[src/design/watchdog_consts.svh]
/*
 Constants of the board watchdog and reset control block: register
 indexes, bit positions, reset values and timing counts.
 Assumes a board clock of 20 MHz.
*/
`ifndef WATCHDOG_CONSTS_SVH
`define WATCHDOG_CONSTS_SVH

// Register indexes on the two-bit I/O address
`define REG_ENABLE_ID    2'h0
`define REG_WDT_CLEAR    2'h1
`define REG_SITE_RESET   2'h2

// Enable register fields
`define BIT_WATCHDOG_RESET_ENABLE       0
`define BIT_VARIANT      1
`define BIT_ACCESS_EN    2
`define BIT_CC_WATCHDOG_RESET_ENABLE    3

// Site reset register fields
`define BIT_PAR_SITE     0
`define BIT_SER_SITES    1
`define BIT_MINI_EXT     2

// Reset values
`define RESET_ENABLES    4'h0
`define RESET_SITES      3'h0

// Timing
`define CLK_HZ           20000000
`define CLK_PERIOD_NS    50
`define WDT_LATENCY_MS   1600
`define WDT_LATENCY_CYCLES (`WDT_LATENCY_MS * (`CLK_HZ / 1000))
`define BOARD_RESET_NS   800
`define BOARD_RESET_CYCLES ((`BOARD_RESET_NS + `CLK_PERIOD_NS - 1) / `CLK_PERIOD_NS)

`endif

[src/design/watchdog_pkg.sv]
/*
 Types shared by the board watchdog and reset control block.
 Assumes the constants header is compiled alongside.
*/
package watchdog_pkg;

   typedef logic [24:0] wdt_count_t;
   typedef logic [3:0]  nibble_t;

   typedef enum logic [1:0] {
      BOARD_RUN       = 2'b01,
      BOARD_RESETTING = 2'b10
   } board_state_e;

   typedef struct packed {
      nibble_t      enables;
      logic [2:0]   sites;
      wdt_count_t   count;
      logic         expire;
      board_state_e bstate;
      logic [7:0]   rcount;
      logic         prev_cs_n;
      logic         prev_we_n;
      logic [1:0]   prev_addr;
      nibble_t      prev_data;
      nibble_t      rdata;
      logic         rdrive;
   } core_state_s;

endpackage

[src/design/pin_sync_if.sv]
/*
 Carries a group of raw pin levels into the synchroniser and the
 settled levels back out. Assumes one clock domain on the user side.
*/
`timescale 1ns/1ps
`default_nettype none

interface pin_sync_if #(parameter int W = 10);
   logic [W-1:0] raw;
   logic [W-1:0] stable;
   modport sync (input raw, output stable);
   modport user (output raw, input stable);
endinterface

`default_nettype wire

[src/design/pin_sync3.sv]
/*
 Three-stage synchroniser for a group of pin levels. A bit changes
 once the second and third stages agree. Assumes raw levels are
 asynchronous to clk and reset is synchronous.
*/
`timescale 1ns/1ps
`default_nettype none

module pin_sync3 #(
   parameter int           W    = 10,
   parameter logic [W-1:0] INIT = '0
) (
   // Clock and reset
   input  wire logic clk,
   input  wire logic reset,
   // Pin group
   pin_sync_if.sync  pins
);

   typedef struct packed {
      logic [W-1:0] s1;
      logic [W-1:0] s2;
      logic [W-1:0] s3;
      logic [W-1:0] stable;
   } sync_state_s;

   sync_state_s s;
   sync_state_s next_s;

   generate
      if (W < 1) begin : g_chk
         $error("pin_sync3 needs W of at least 1");
      end
   endgenerate

   always_comb begin
      next_s        = s;
      next_s.s1     = pins.raw;
      next_s.s2     = s.s1;
      next_s.s3     = s.s2;
      next_s.stable = (~(s.s2 ^ s.s3) & s.s3) | ((s.s2 ^ s.s3) & s.stable);
   end

   always_ff @(posedge clk) begin
      if (reset) begin
         s <= '{s1: INIT, s2: INIT, s3: INIT, stable: INIT};
      end else begin
         s <= next_s;
      end
   end

   assign pins.stable = s.stable;

endmodule

`default_nettype wire

[src/design/board_watchdog_reset_control.sv]
/*
 Board watchdog and reset control: enable/identity register, write-only
 watchdog clear register and expansion site reset register, reached over
 the processor's asynchronous I/O strobes with a 4-bit data path.
 Assumes the strobes, address and data are asynchronous to clk, that an
 outside decoder marks the clock chip area, and that reset is synchronous.
*/
`timescale 1ns/1ps
`default_nettype none

`include "watchdog_consts.svh"

module board_watchdog_reset_control
   import watchdog_pkg::*;
#(
   parameter bit EXTENDED       = 1'b1,
   parameter int LATENCY_CYCLES = `WDT_LATENCY_CYCLES,
   parameter int RESET_CYCLES   = `BOARD_RESET_CYCLES
) (
   // Clock and reset
   input  wire logic       clk,
   input  wire logic       reset,
   // Processor I/O strobes
   input  wire logic       io_cs_n,
   input  wire logic       io_we_n,
   input  wire logic       io_re_n,
   input  wire logic [1:0] io_addr,
   input  wire logic [3:0] io_data_in,
   output logic      [3:0] io_data_out,
   output logic            io_data_oe_n,
   // Clock chip
   input  wire logic       clock_chip_area_n,
   output logic            clock_chip_cs_n,
   input  wire logic       clock_chip_wdt_n,
   // Board reset and watchdog
   output logic            board_reset,
   output logic            wdt_expire,
   // Expansion site resets
   output logic      [2:0] site_reset_n
);

   localparam wdt_count_t WDT_LAST = wdt_count_t'(LATENCY_CYCLES - 1);
   localparam logic [7:0] RST_LAST = 8'(RESET_CYCLES - 1);
   localparam logic [9:0] PIN_INIT = 10'h3ff;

   localparam core_state_s RESET_STATE = '{
      enables:   `RESET_ENABLES,
      sites:     `RESET_SITES,
      count:     '0,
      expire:    1'b0,
      bstate:    BOARD_RUN,
      rcount:    8'h00,
      prev_cs_n: 1'b1,
      prev_we_n: 1'b1,
      prev_addr: 2'h0,
      prev_data: 4'h0,
      rdata:     4'h0,
      rdrive:    1'b0
   };

   generate
      if (LATENCY_CYCLES < 2 || LATENCY_CYCLES > 33554432) begin : g_lat_chk
         $error("LATENCY_CYCLES out of range for the watchdog counter");
      end
      if (RESET_CYCLES < 1 || RESET_CYCLES > 256) begin : g_rst_chk
         $error("RESET_CYCLES out of range for the reset stretcher");
      end
   endgenerate

   core_state_s s;
   core_state_s next_s;

   // Settled pin levels
   pin_sync_if #(.W(10)) pins ();

   logic       cs_n;
   logic       we_n;
   logic       re_n;
   logic [1:0] addr;
   nibble_t    data;
   logic       cc_expired;
   logic       write_done;
   logic       clear_hit;

   assign pins.raw = {clock_chip_wdt_n, io_data_in, io_addr, io_re_n, io_we_n, io_cs_n};

   pin_sync3 #(.W(10), .INIT(PIN_INIT)) u_pin_sync (
      .clk   (clk),
      .reset (reset),
      .pins  (pins.sync)
   );

   assign cs_n       = pins.stable[0];
   assign we_n       = pins.stable[1];
   assign re_n       = pins.stable[2];
   assign addr       = pins.stable[4:3];
   assign data       = pins.stable[8:5];
   assign cc_expired = ~pins.stable[9];

   // Write completes on the trailing edge of the write strobe
   assign write_done = ~s.prev_cs_n & ~s.prev_we_n & we_n;
   assign clear_hit  = write_done && (s.prev_addr == `REG_WDT_CLEAR);

   // Read value of a register index
   function automatic nibble_t read_value(input logic [1:0] a, input core_state_s st);
      nibble_t v;
      v = 4'h0;
      unique case (a)
         `REG_ENABLE_ID: begin
            v = st.enables;
            v[`BIT_VARIANT] = EXTENDED;
         end
         `REG_SITE_RESET: begin
            v = {1'b0, st.sites};
         end
         default: begin
            v = 4'h0;
         end
      endcase
      return v;
   endfunction

   always_comb begin
      next_s           = s;
      next_s.prev_cs_n = cs_n;
      next_s.prev_we_n = we_n;
      next_s.prev_addr = addr;
      next_s.prev_data = data;

      // latency counter
      // A clear that lands on the last count still counts as a restart
      next_s.expire = (s.count == WDT_LAST) && !clear_hit;
      if (clear_hit || s.count == WDT_LAST) begin
         next_s.count = '0;
      end else begin
         next_s.count = s.count + 1'b1;
      end

      if (write_done && s.prev_addr == `REG_ENABLE_ID) begin
         next_s.enables[`BIT_WATCHDOG_RESET_ENABLE]    = s.prev_data[`BIT_WATCHDOG_RESET_ENABLE];
         next_s.enables[`BIT_VARIANT]   = 1'b0;
         next_s.enables[`BIT_ACCESS_EN] = EXTENDED & s.prev_data[`BIT_ACCESS_EN];
         next_s.enables[`BIT_CC_WATCHDOG_RESET_ENABLE] = EXTENDED & s.prev_data[`BIT_CC_WATCHDOG_RESET_ENABLE];
      end
      if (write_done && s.prev_addr == `REG_SITE_RESET) begin
         next_s.sites[`BIT_PAR_SITE]  = s.prev_data[`BIT_PAR_SITE];
         next_s.sites[`BIT_SER_SITES] = s.prev_data[`BIT_SER_SITES];
         next_s.sites[`BIT_MINI_EXT]  = EXTENDED & s.prev_data[`BIT_MINI_EXT];
      end

      next_s.rdrive = ~cs_n & ~re_n;
      next_s.rdata  = read_value(addr, s);

      unique case (s.bstate)
         BOARD_RUN: begin
            if ((s.expire && s.enables[`BIT_WATCHDOG_RESET_ENABLE]) ||
                (cc_expired && s.enables[`BIT_CC_WATCHDOG_RESET_ENABLE])) begin
               next_s.bstate = BOARD_RESETTING;
               next_s.rcount = 8'h00;
            end
         end
         BOARD_RESETTING: begin
            next_s.enables = `RESET_ENABLES;
            next_s.sites   = `RESET_SITES;
            next_s.count   = '0;
            next_s.rdrive  = 1'b0;
            next_s.rcount  = s.rcount + 8'h01;
            if (s.rcount == RST_LAST) begin
               next_s.bstate = BOARD_RUN;
            end
         end
      endcase
   end

   always_ff @(posedge clk) begin
      if (reset) begin
         s <= RESET_STATE;
      end else begin
         s <= next_s;
      end
   end

   assign io_data_out  = s.rdata;
   assign io_data_oe_n = ~s.rdrive;
   assign board_reset  = (s.bstate == BOARD_RESETTING);
   assign wdt_expire   = s.expire;
   // zero holds the site in reset
   assign site_reset_n = s.sites;
   assign clock_chip_cs_n = clock_chip_area_n | ~s.enables[`BIT_ACCESS_EN];

   // Helper: watchdog count reached its last cycle
   logic wdt_hit;
   assign wdt_hit = (s.count == WDT_LAST);

   expire_pulse_a: assert property (
      @(posedge clk) disable iff (reset)
      (wdt_hit && !clear_hit) |=> wdt_expire ##1 !wdt_expire
   ) else $error("watchdog expiry pulse missing or too long");

   clear_restart_a: assert property (
      @(posedge clk) disable iff (reset)
      clear_hit |=> (s.count == '0) && !wdt_expire
   ) else $error("clear write did not restart the watchdog");

   wdt_ignored_a: assert property (
      @(posedge clk) disable iff (reset)
      (!board_reset && wdt_expire && !s.enables[`BIT_WATCHDOG_RESET_ENABLE] &&
       !(cc_expired && s.enables[`BIT_CC_WATCHDOG_RESET_ENABLE])) |=> !board_reset
   ) else $error("board reset from a disabled watchdog");

   wdt_resets_a: assert property (
      @(posedge clk) disable iff (reset)
      (!board_reset && wdt_expire && s.enables[`BIT_WATCHDOG_RESET_ENABLE]) |=> board_reset [*2]
   ) else $error("enabled watchdog expiry gave no board reset");

   cc_ignored_a: assert property (
      @(posedge clk) disable iff (reset)
      (!board_reset && cc_expired && !s.enables[`BIT_CC_WATCHDOG_RESET_ENABLE] &&
       !(wdt_expire && s.enables[`BIT_WATCHDOG_RESET_ENABLE])) |=> !board_reset
   ) else $error("board reset from a disabled clock chip watchdog");

   cc_resets_a: assert property (
      @(posedge clk) disable iff (reset)
      (!board_reset && cc_expired && s.enables[`BIT_CC_WATCHDOG_RESET_ENABLE]) |=> board_reset
   ) else $error("clock chip expiry gave no board reset");

   access_block_a: assert property (
      @(posedge clk) disable iff (reset)
      !s.enables[`BIT_ACCESS_EN] |-> clock_chip_cs_n
   ) else $error("clock chip selected while access disabled");

   variant_read_a: assert property (
      @(posedge clk) disable iff (reset)
      (!board_reset && !cs_n && !re_n && addr == `REG_ENABLE_ID) |=>
         !io_data_oe_n && (io_data_out[`BIT_VARIANT] == EXTENDED)
   ) else $error("variant bit reads wrong");

   site_write_a: assert property (
      @(posedge clk) disable iff (reset)
      (!board_reset && write_done && s.prev_addr == `REG_SITE_RESET) |=>
         site_reset_n[1:0] == $past(s.prev_data[1:0])
   ) else $error("site reset lines do not follow the written field");

   board_defaults_a: assert property (
      @(posedge clk) disable iff (reset)
      $rose(board_reset) |=> (s.enables == 4'h0) && (site_reset_n == 3'h0)
   ) else $error("board reset left fields at non-default values");

   count_range_a: assert property (
      @(posedge clk) disable iff (reset)
      s.count <= WDT_LAST
   ) else $error("watchdog count ran past its last value");

   expire_source_a: assert property (
      @(posedge clk) disable iff (reset)
      wdt_expire |-> $past(wdt_hit) && !$past(clear_hit)
   ) else $error("expiry pulse without an unrestarted latency period");

   stretch_hold_a: assert property (
      @(posedge clk) disable iff (reset)
      (board_reset && s.rcount != RST_LAST) |=> board_reset
   ) else $error("board reset ended before its full width");

   stretch_end_a: assert property (
      @(posedge clk) disable iff (reset)
      (board_reset && s.rcount == RST_LAST) |=> !board_reset
   ) else $error("board reset stretched past its width");

   read_refused_a: assert property (
      @(posedge clk) disable iff (reset)
      board_reset |=> io_data_oe_n
   ) else $error("data driven during board reset");

   access_pass_a: assert property (
      @(posedge clk) disable iff (reset)
      (s.enables[`BIT_ACCESS_EN] && !clock_chip_area_n) |-> !clock_chip_cs_n
   ) else $error("clock chip not selected while access enabled");

   enable_write_a: assert property (
      @(posedge clk) disable iff (reset)
      (!board_reset && write_done && s.prev_addr == `REG_ENABLE_ID) |=>
         (s.enables[`BIT_WATCHDOG_RESET_ENABLE] == $past(s.prev_data[`BIT_WATCHDOG_RESET_ENABLE])) &&
         (s.enables[`BIT_CC_WATCHDOG_RESET_ENABLE] == (EXTENDED & $past(s.prev_data[`BIT_CC_WATCHDOG_RESET_ENABLE])))
   ) else $error("enable bits do not follow the written value");

endmodule

`default_nettype wire

[config.mk]
export PLATFORM = sky130hd
export DESIGN_NAME = board_watchdog_reset_control
export DESIGN_NICKNAME = d
export VERILOG_FILES = /design/src/design/watchdog_pkg.sv /design/src/design/pin_sync_if.sv /design/src/design/pin_sync3.sv /design/src/design/board_watchdog_reset_control.sv
export VERILOG_INCLUDE_DIRS = /design/src /design/src/design
export SDC_FILE = /design/constraint.sdc
export NUM_CORES = 1
export LEC_CHECK = 0
export BUFFER_PORTS_ARGS = -buffer_cell sky130_fd_sc_hd__buf_2
export CAP_MARGIN = 40
export CORE_AREA = 2 2 102 84
export CTS_CLUSTER_DIAMETER = 50
export CTS_CLUSTER_SIZE = 30
export DETAILED_ROUTE_END_ITERATION = 16
export DIE_AREA = 0 0 104 86
export PLACE_DENSITY = 0.64
export SETUP_SLACK_MARGIN = 0.4
export SLEW_MARGIN = 15
export SYNTH_ARGS = -nofsm -noshare
export SYNTH_HDL_FRONTEND = slang
export SYNTH_SLANG_ARGS = --single-unit
[constraint.sdc]
create_clock -name clk -period 1.7 [get_ports clk]
set_input_delay 0.34 -clock clk [delete_from_list [all_inputs] [get_ports clk]]
set_output_delay 0.34 -clock clk [all_outputs]
set_load 0.02 [all_outputs]
== After elaboration in Yosys (flattened, before gate mapping) ==
Cells that the tools add are included.
Word-level totals
  register bits: 95
  bits of input ports: 13
  word-level logic and storage cells: 61
Cells by class
  mux-type cells: 4
  eq/ne operators: 9
  add/sub/neg operators: 2
  reduce and logical (&&, ||, !) cells: 14
  bitwise logic cells: 16
Operator list (number)
  $add A25 B1 Y25 const B: 1
  $eq A25 B25 Y1 const B: 1
  $and A10 B10 Y10: 2
  $pmux W10 S2: 1
  $mux W10: 1
  $not A10 Y10: 1
  $or A10 B10 Y10: 1
  $xor A10 B10 Y10: 1
  $add A8 B1 Y8 const B: 1
  $eq A8 B4 Y1 const B: 1
  $pmux W4 S2: 1
  $not A1 Y1: 7
  $eq A2 B2 Y1 const B: 3
  $logic_and A1 B1 Y1: 6
  $eq A2 B1 Y1 const B: 2
  $logic_not A2 Y1: 2
  $and A1 B1 Y1: 3
  $reduce_or A3 Y1: 1
  $logic_or A1 B1 Y1: 2
  $mux W2: 1
  $ne A2 B1 Y1 const B: 1
  $ne A2 B2 Y1 const B: 1
  $reduce_and A2 Y1: 1
  $reduce_or A2 Y1: 1
  2 further kinds: 2

== Longest topological paths before layout ==
  depth in word-level cells: 6
  mapped depth: 6

== Cells and area by module ==
From an unflattened synthesis, not the netlist that was laid out.
Unflattened totals
  cells, all modules: 371
  area, all modules: 3572.2 sq um
Modules (own cells, without submodules)
  board_watchdog_reset_control: cells each 257, seq. area each 1101.1 sq um, area an instance 2326.0 sq um, times used 1
  pin_sync3: cells each 114, seq. area each 800.8 sq um, area an instance 1246.2 sq um, times used 1

== Worst setup path after synthesis ==
Ideal clock, no wire load.
  path type: reg2reg
  start point: register s[36] (netlist name)
  end point: register s[42] (netlist name)
  buffers on the path: 1
  setup time: 125 ps
  required time: 1575 ps
  data arrival time: 1740 ps
  path slack: -165 ps
  clock period less this slack: 1865 ps
  cell stages (with the launch flop): 6
  cells stage by stage: dfxtp_1 -> or4_1 -> or4_1 -> o21ai_2 -> buf_4 -> a21oi_1
On the way
  cells in the longest elaborated chain, start to end: 3
Ends and longest elaborated chain
  start, declared: line board_watchdog_reset_control.sv:70  | core_state_s s;
  start signal, assigned: line board_watchdog_reset_control.sv:179  | s <= next_s;
  parallel branches: the longest is 3 deep, another holds $add A25 B1 Y25
Parallel ways; which one is timed is not known.
A chain may end at the register's enable or synchronous reset.

== Worst setup path after layout ==
  start point: register s[39] (netlist name)
  end point: register s[41] (netlist name)
The elaborated chain is that of the path after synthesis.

==> impl_results.md <==
* Status: complete, but fails checks
* Violated checks: negative setup slack
* Dominant cell by count in the synthesized netlist: dfxtp_1
* Antenna violations before repair at 0
* Routed wl met2 at approximately 2800 um
* Port-buffer cells at 23
* Post-Synth Adder-Cell Area at 0.00718
* Worst hold margin at 0.155 ns
* Floorplan core area at around 7800 um^2
* Portion of netlist area occupied by mux cells at 0.0230
* Clock Root Buffer: clkbuf_8
* Tcrit/Tclk final at 1.10
* Clock tree sinks at 95
* Half-perimeter wire length after detailed placement at ~4300 um
* Number of maximum-capacitance violations at 0
* Post-detailed-routing wire length at 6450 um
* RSZ-0062 raised after global routing: yes
* Cell count after synthesis at roughly 360
* Post-synthesis area per instance at ~9.6 um^2
* Number of max-slew violations in the final report at 0
* M1 WL at between 3000 and 4000 um
* Global-route usage over all layers at 0.149
* Post-placement setup slack at -0.160 ns
* Proportion of synthesized flip-flops having asynchronous set or reset at 0
* Routed via count at about 2600
* TritonCTS clock tree: done
* Largest vdd supply drop at around 600 uV
* Cts bufs inserted at 9
* Std-Cell Rows at 29
* Number of flops mapped to enable cells by yosys at 0
* Worst path arrival time at 2.11 ns
* Finish-stage setup viols at 23
* Detailed-route DRC error count at 0
* Basic-gate share of the synthesized area counting and, or, nand and nor cells at 0.235
* Kind of end point of the critical path: register
* Slowest-stage cell, CP: or4_1
* Finished Cell Area at ~4400 um^2
* Antenna-violating nets left at 0
* Pin count of the biggest net entering global routing at between 40 and 50
* Min-delay worst type: in -> reg
* Starting DRT DRC Count at 94
* Critical setup path kind: reg -> reg
* GR Overflow Total at 0
* Top routing layer in use: met4
* Most instantiated cells after synthesis: dfxtp_1, nor2_1, or2_2
* Critical path data required time at between 1.5 and 2 ns
* #FFs+latches synth at 95
* Number of filler cells placed in the layout at about 700
* Wire length of the first global-routing pass at 10800 um
* Per-cell routed wire length at approximately 12 um
* Clock-pin slew reported for the worst setup and hold paths after clock tree synthesis at 0.09 ns
* Synthesized-area fraction occupied by ao, oa, aoi and oai cells at 0.117
* Part of the Yosys area used for sequential elements at 0.546
* Library cell with the largest summed area after synthesis: dfxtp_1
* Placement-stage cell area at 3920 um^2
* Number of I/O pins at 24
* Layout Nets at 430
* Total inserted antenna cells at 0
* Vias in the first global route at 2380
* Critical path's largest stage delay at about 0.51 ns
* Power density relative to cell area at between 900 and 1000 nW/um^2
* Length of routed met3 wiring at around 280 um
* Cells traversed along the worst timing path: or4_1 > or4_4 > o21ai_4 > buf_12 > a21oi_1
* Minimum period implied by the final worst setup slack at 1.86 ns
* DIE AREA at between 8000 and 9000 um^2
* Reported leakage power at 0.00169 uW
* Level count of the clock H-tree at 3
* Count of final hold-check violations at 0
* Finished Core Util at 0.556
* Area of all sequential standard cells at around 1900 um^2
* Share of Yosys cell area claimed by the top area cell type at 0.546
* Combinational family with the most area after synthesis: simple AND/OR/NAND/NOR gates
* Average via count per standard cell at 4.92
* Deepest clock path buffer count at 2
* Worst-case setup margin in the final layout at -0.163 ns
* Cell area after synthesis at around 3500 um^2
* Cell types occupying the most area after synthesis: dfxtp_1, or2_2, nor2_1, a21oi_1, mux2i_1
* Die width at between 100 and 150 um
* Max Clock Skew at ~0.008 ns
* Setup TNS Final at -3.54 ns
* Iteration count of the initial detailed-routing pass at 4
* Crit Path Max Fanout at 22
* Commonest register cell after synthesis: dfxtp_1
* Share of final-layout standard cells stronger than drive strength 1 at 0.352
* Combined area of the multi-input logic cells at approximately 1500 um^2
* Clk_lat worst skew at between 0.3 and 0.4 ns
* Transition time of the tightest slew-check pin at about 0.36 ns
* Number of warning messages in the yosys log at 0
* Parity-gate share of the synthesized area counting xor and xnor cells at 0.0277
* Worst Setup Start Kind: register
* Maximum clock frequency at 537 MHz
* Effective utilization at floorplan at 0.444
* Die span in y at between 80 and 90 um
* Mapped Nets at 376
* Placer's final routability congestion estimate at around 0.8
* Synth-to-layout area growth at 25.1%
* Count of distinct cell types in the synthesized netlist at 45
* Worst max-slew margin expressed relative to the limit at 0.758
## metal layers
metal,global-route usage,vias up
met5,0,-
met4,0.0627,0
met3,0.0372,6
met2,0.232,40
met1,0.200,1218
li1,-,1335
## final cells by class
type,count,share of cell area
Clock buffer,10,0.0293
Clock inverter,6,0.0267
Inverter,9,0.00832
Multi-Input combinational cell,235,0.355
Sequential cell,95,0.442
Tap cell,108,0.0310
Timing Repair Buffer,65,0.107
## path summary, 6_finish.rpt
check	end	slack (ns)	from	depth (start not counted)
worst max-delay path	s[41]	-0.16	s[39]	5
worst min-delay path	u_pin_sync.next_s[20]	0.15	io_cs_n	2
worst max register to register	s[41]	-0.16	s[39]	5
worst min register to register	u_pin_sync.next_s[17]	0.41	u_pin_sync.next_s[27]	1
## cell usage in the layout, fill, tap and decap left out, types with 9 or more instances in the layout
cell and instances:
a21oi_1 26, buf_2 21, buf_4 38, clkbuf_8 9
dfxtp_1 78, dfxtp_2 15, nand2_1 9, nand3_1 9
nor2_1 39, o21bai_1 10, or2_2 29, or3_1 10
## where the power goes
part           switching [uW]  internal [uW]
Combinational            82.1           86.5
Clock                     783            991
Sequential               32.2           2270
Total                     897           3350
## critical path, delay by kind of cell (launching register included)
family,cells,cell delay [ns]
buffers and inverters,1,0.18
AO/OA/AOI/OAI,2,0.24
flip-flops,1,0.31
AND/OR/NAND/NOR,2,1.02
## stage by stage
step	power [uW]	std cells
after floorplan	2450	361
after global placement	2490	504
after detailed placement	2500	504
after CTS	4270	522
after global routing	4390	528
final	4250	528
## kinds of logic after synthesis
kind of cell / Yosys count
mux: 8
simple gates: 148
buf+inv: 31
fa+ha+maj: 2
flops: 95
compound gates: 66
xor+xnor: 11
## what timing repair did
item / 4_1_cts / 5_1_grt
gates resized for setup: 19 / 24
hold endpoints to repair: 0 / 0
setup endpoints to repair: 36 / 37
buffers inserted: 1 / 6
pin swaps: 4 / 5
cloned: 1 / 0
hold buffers: 0 / 0
(Power assumes the default switching activity.)
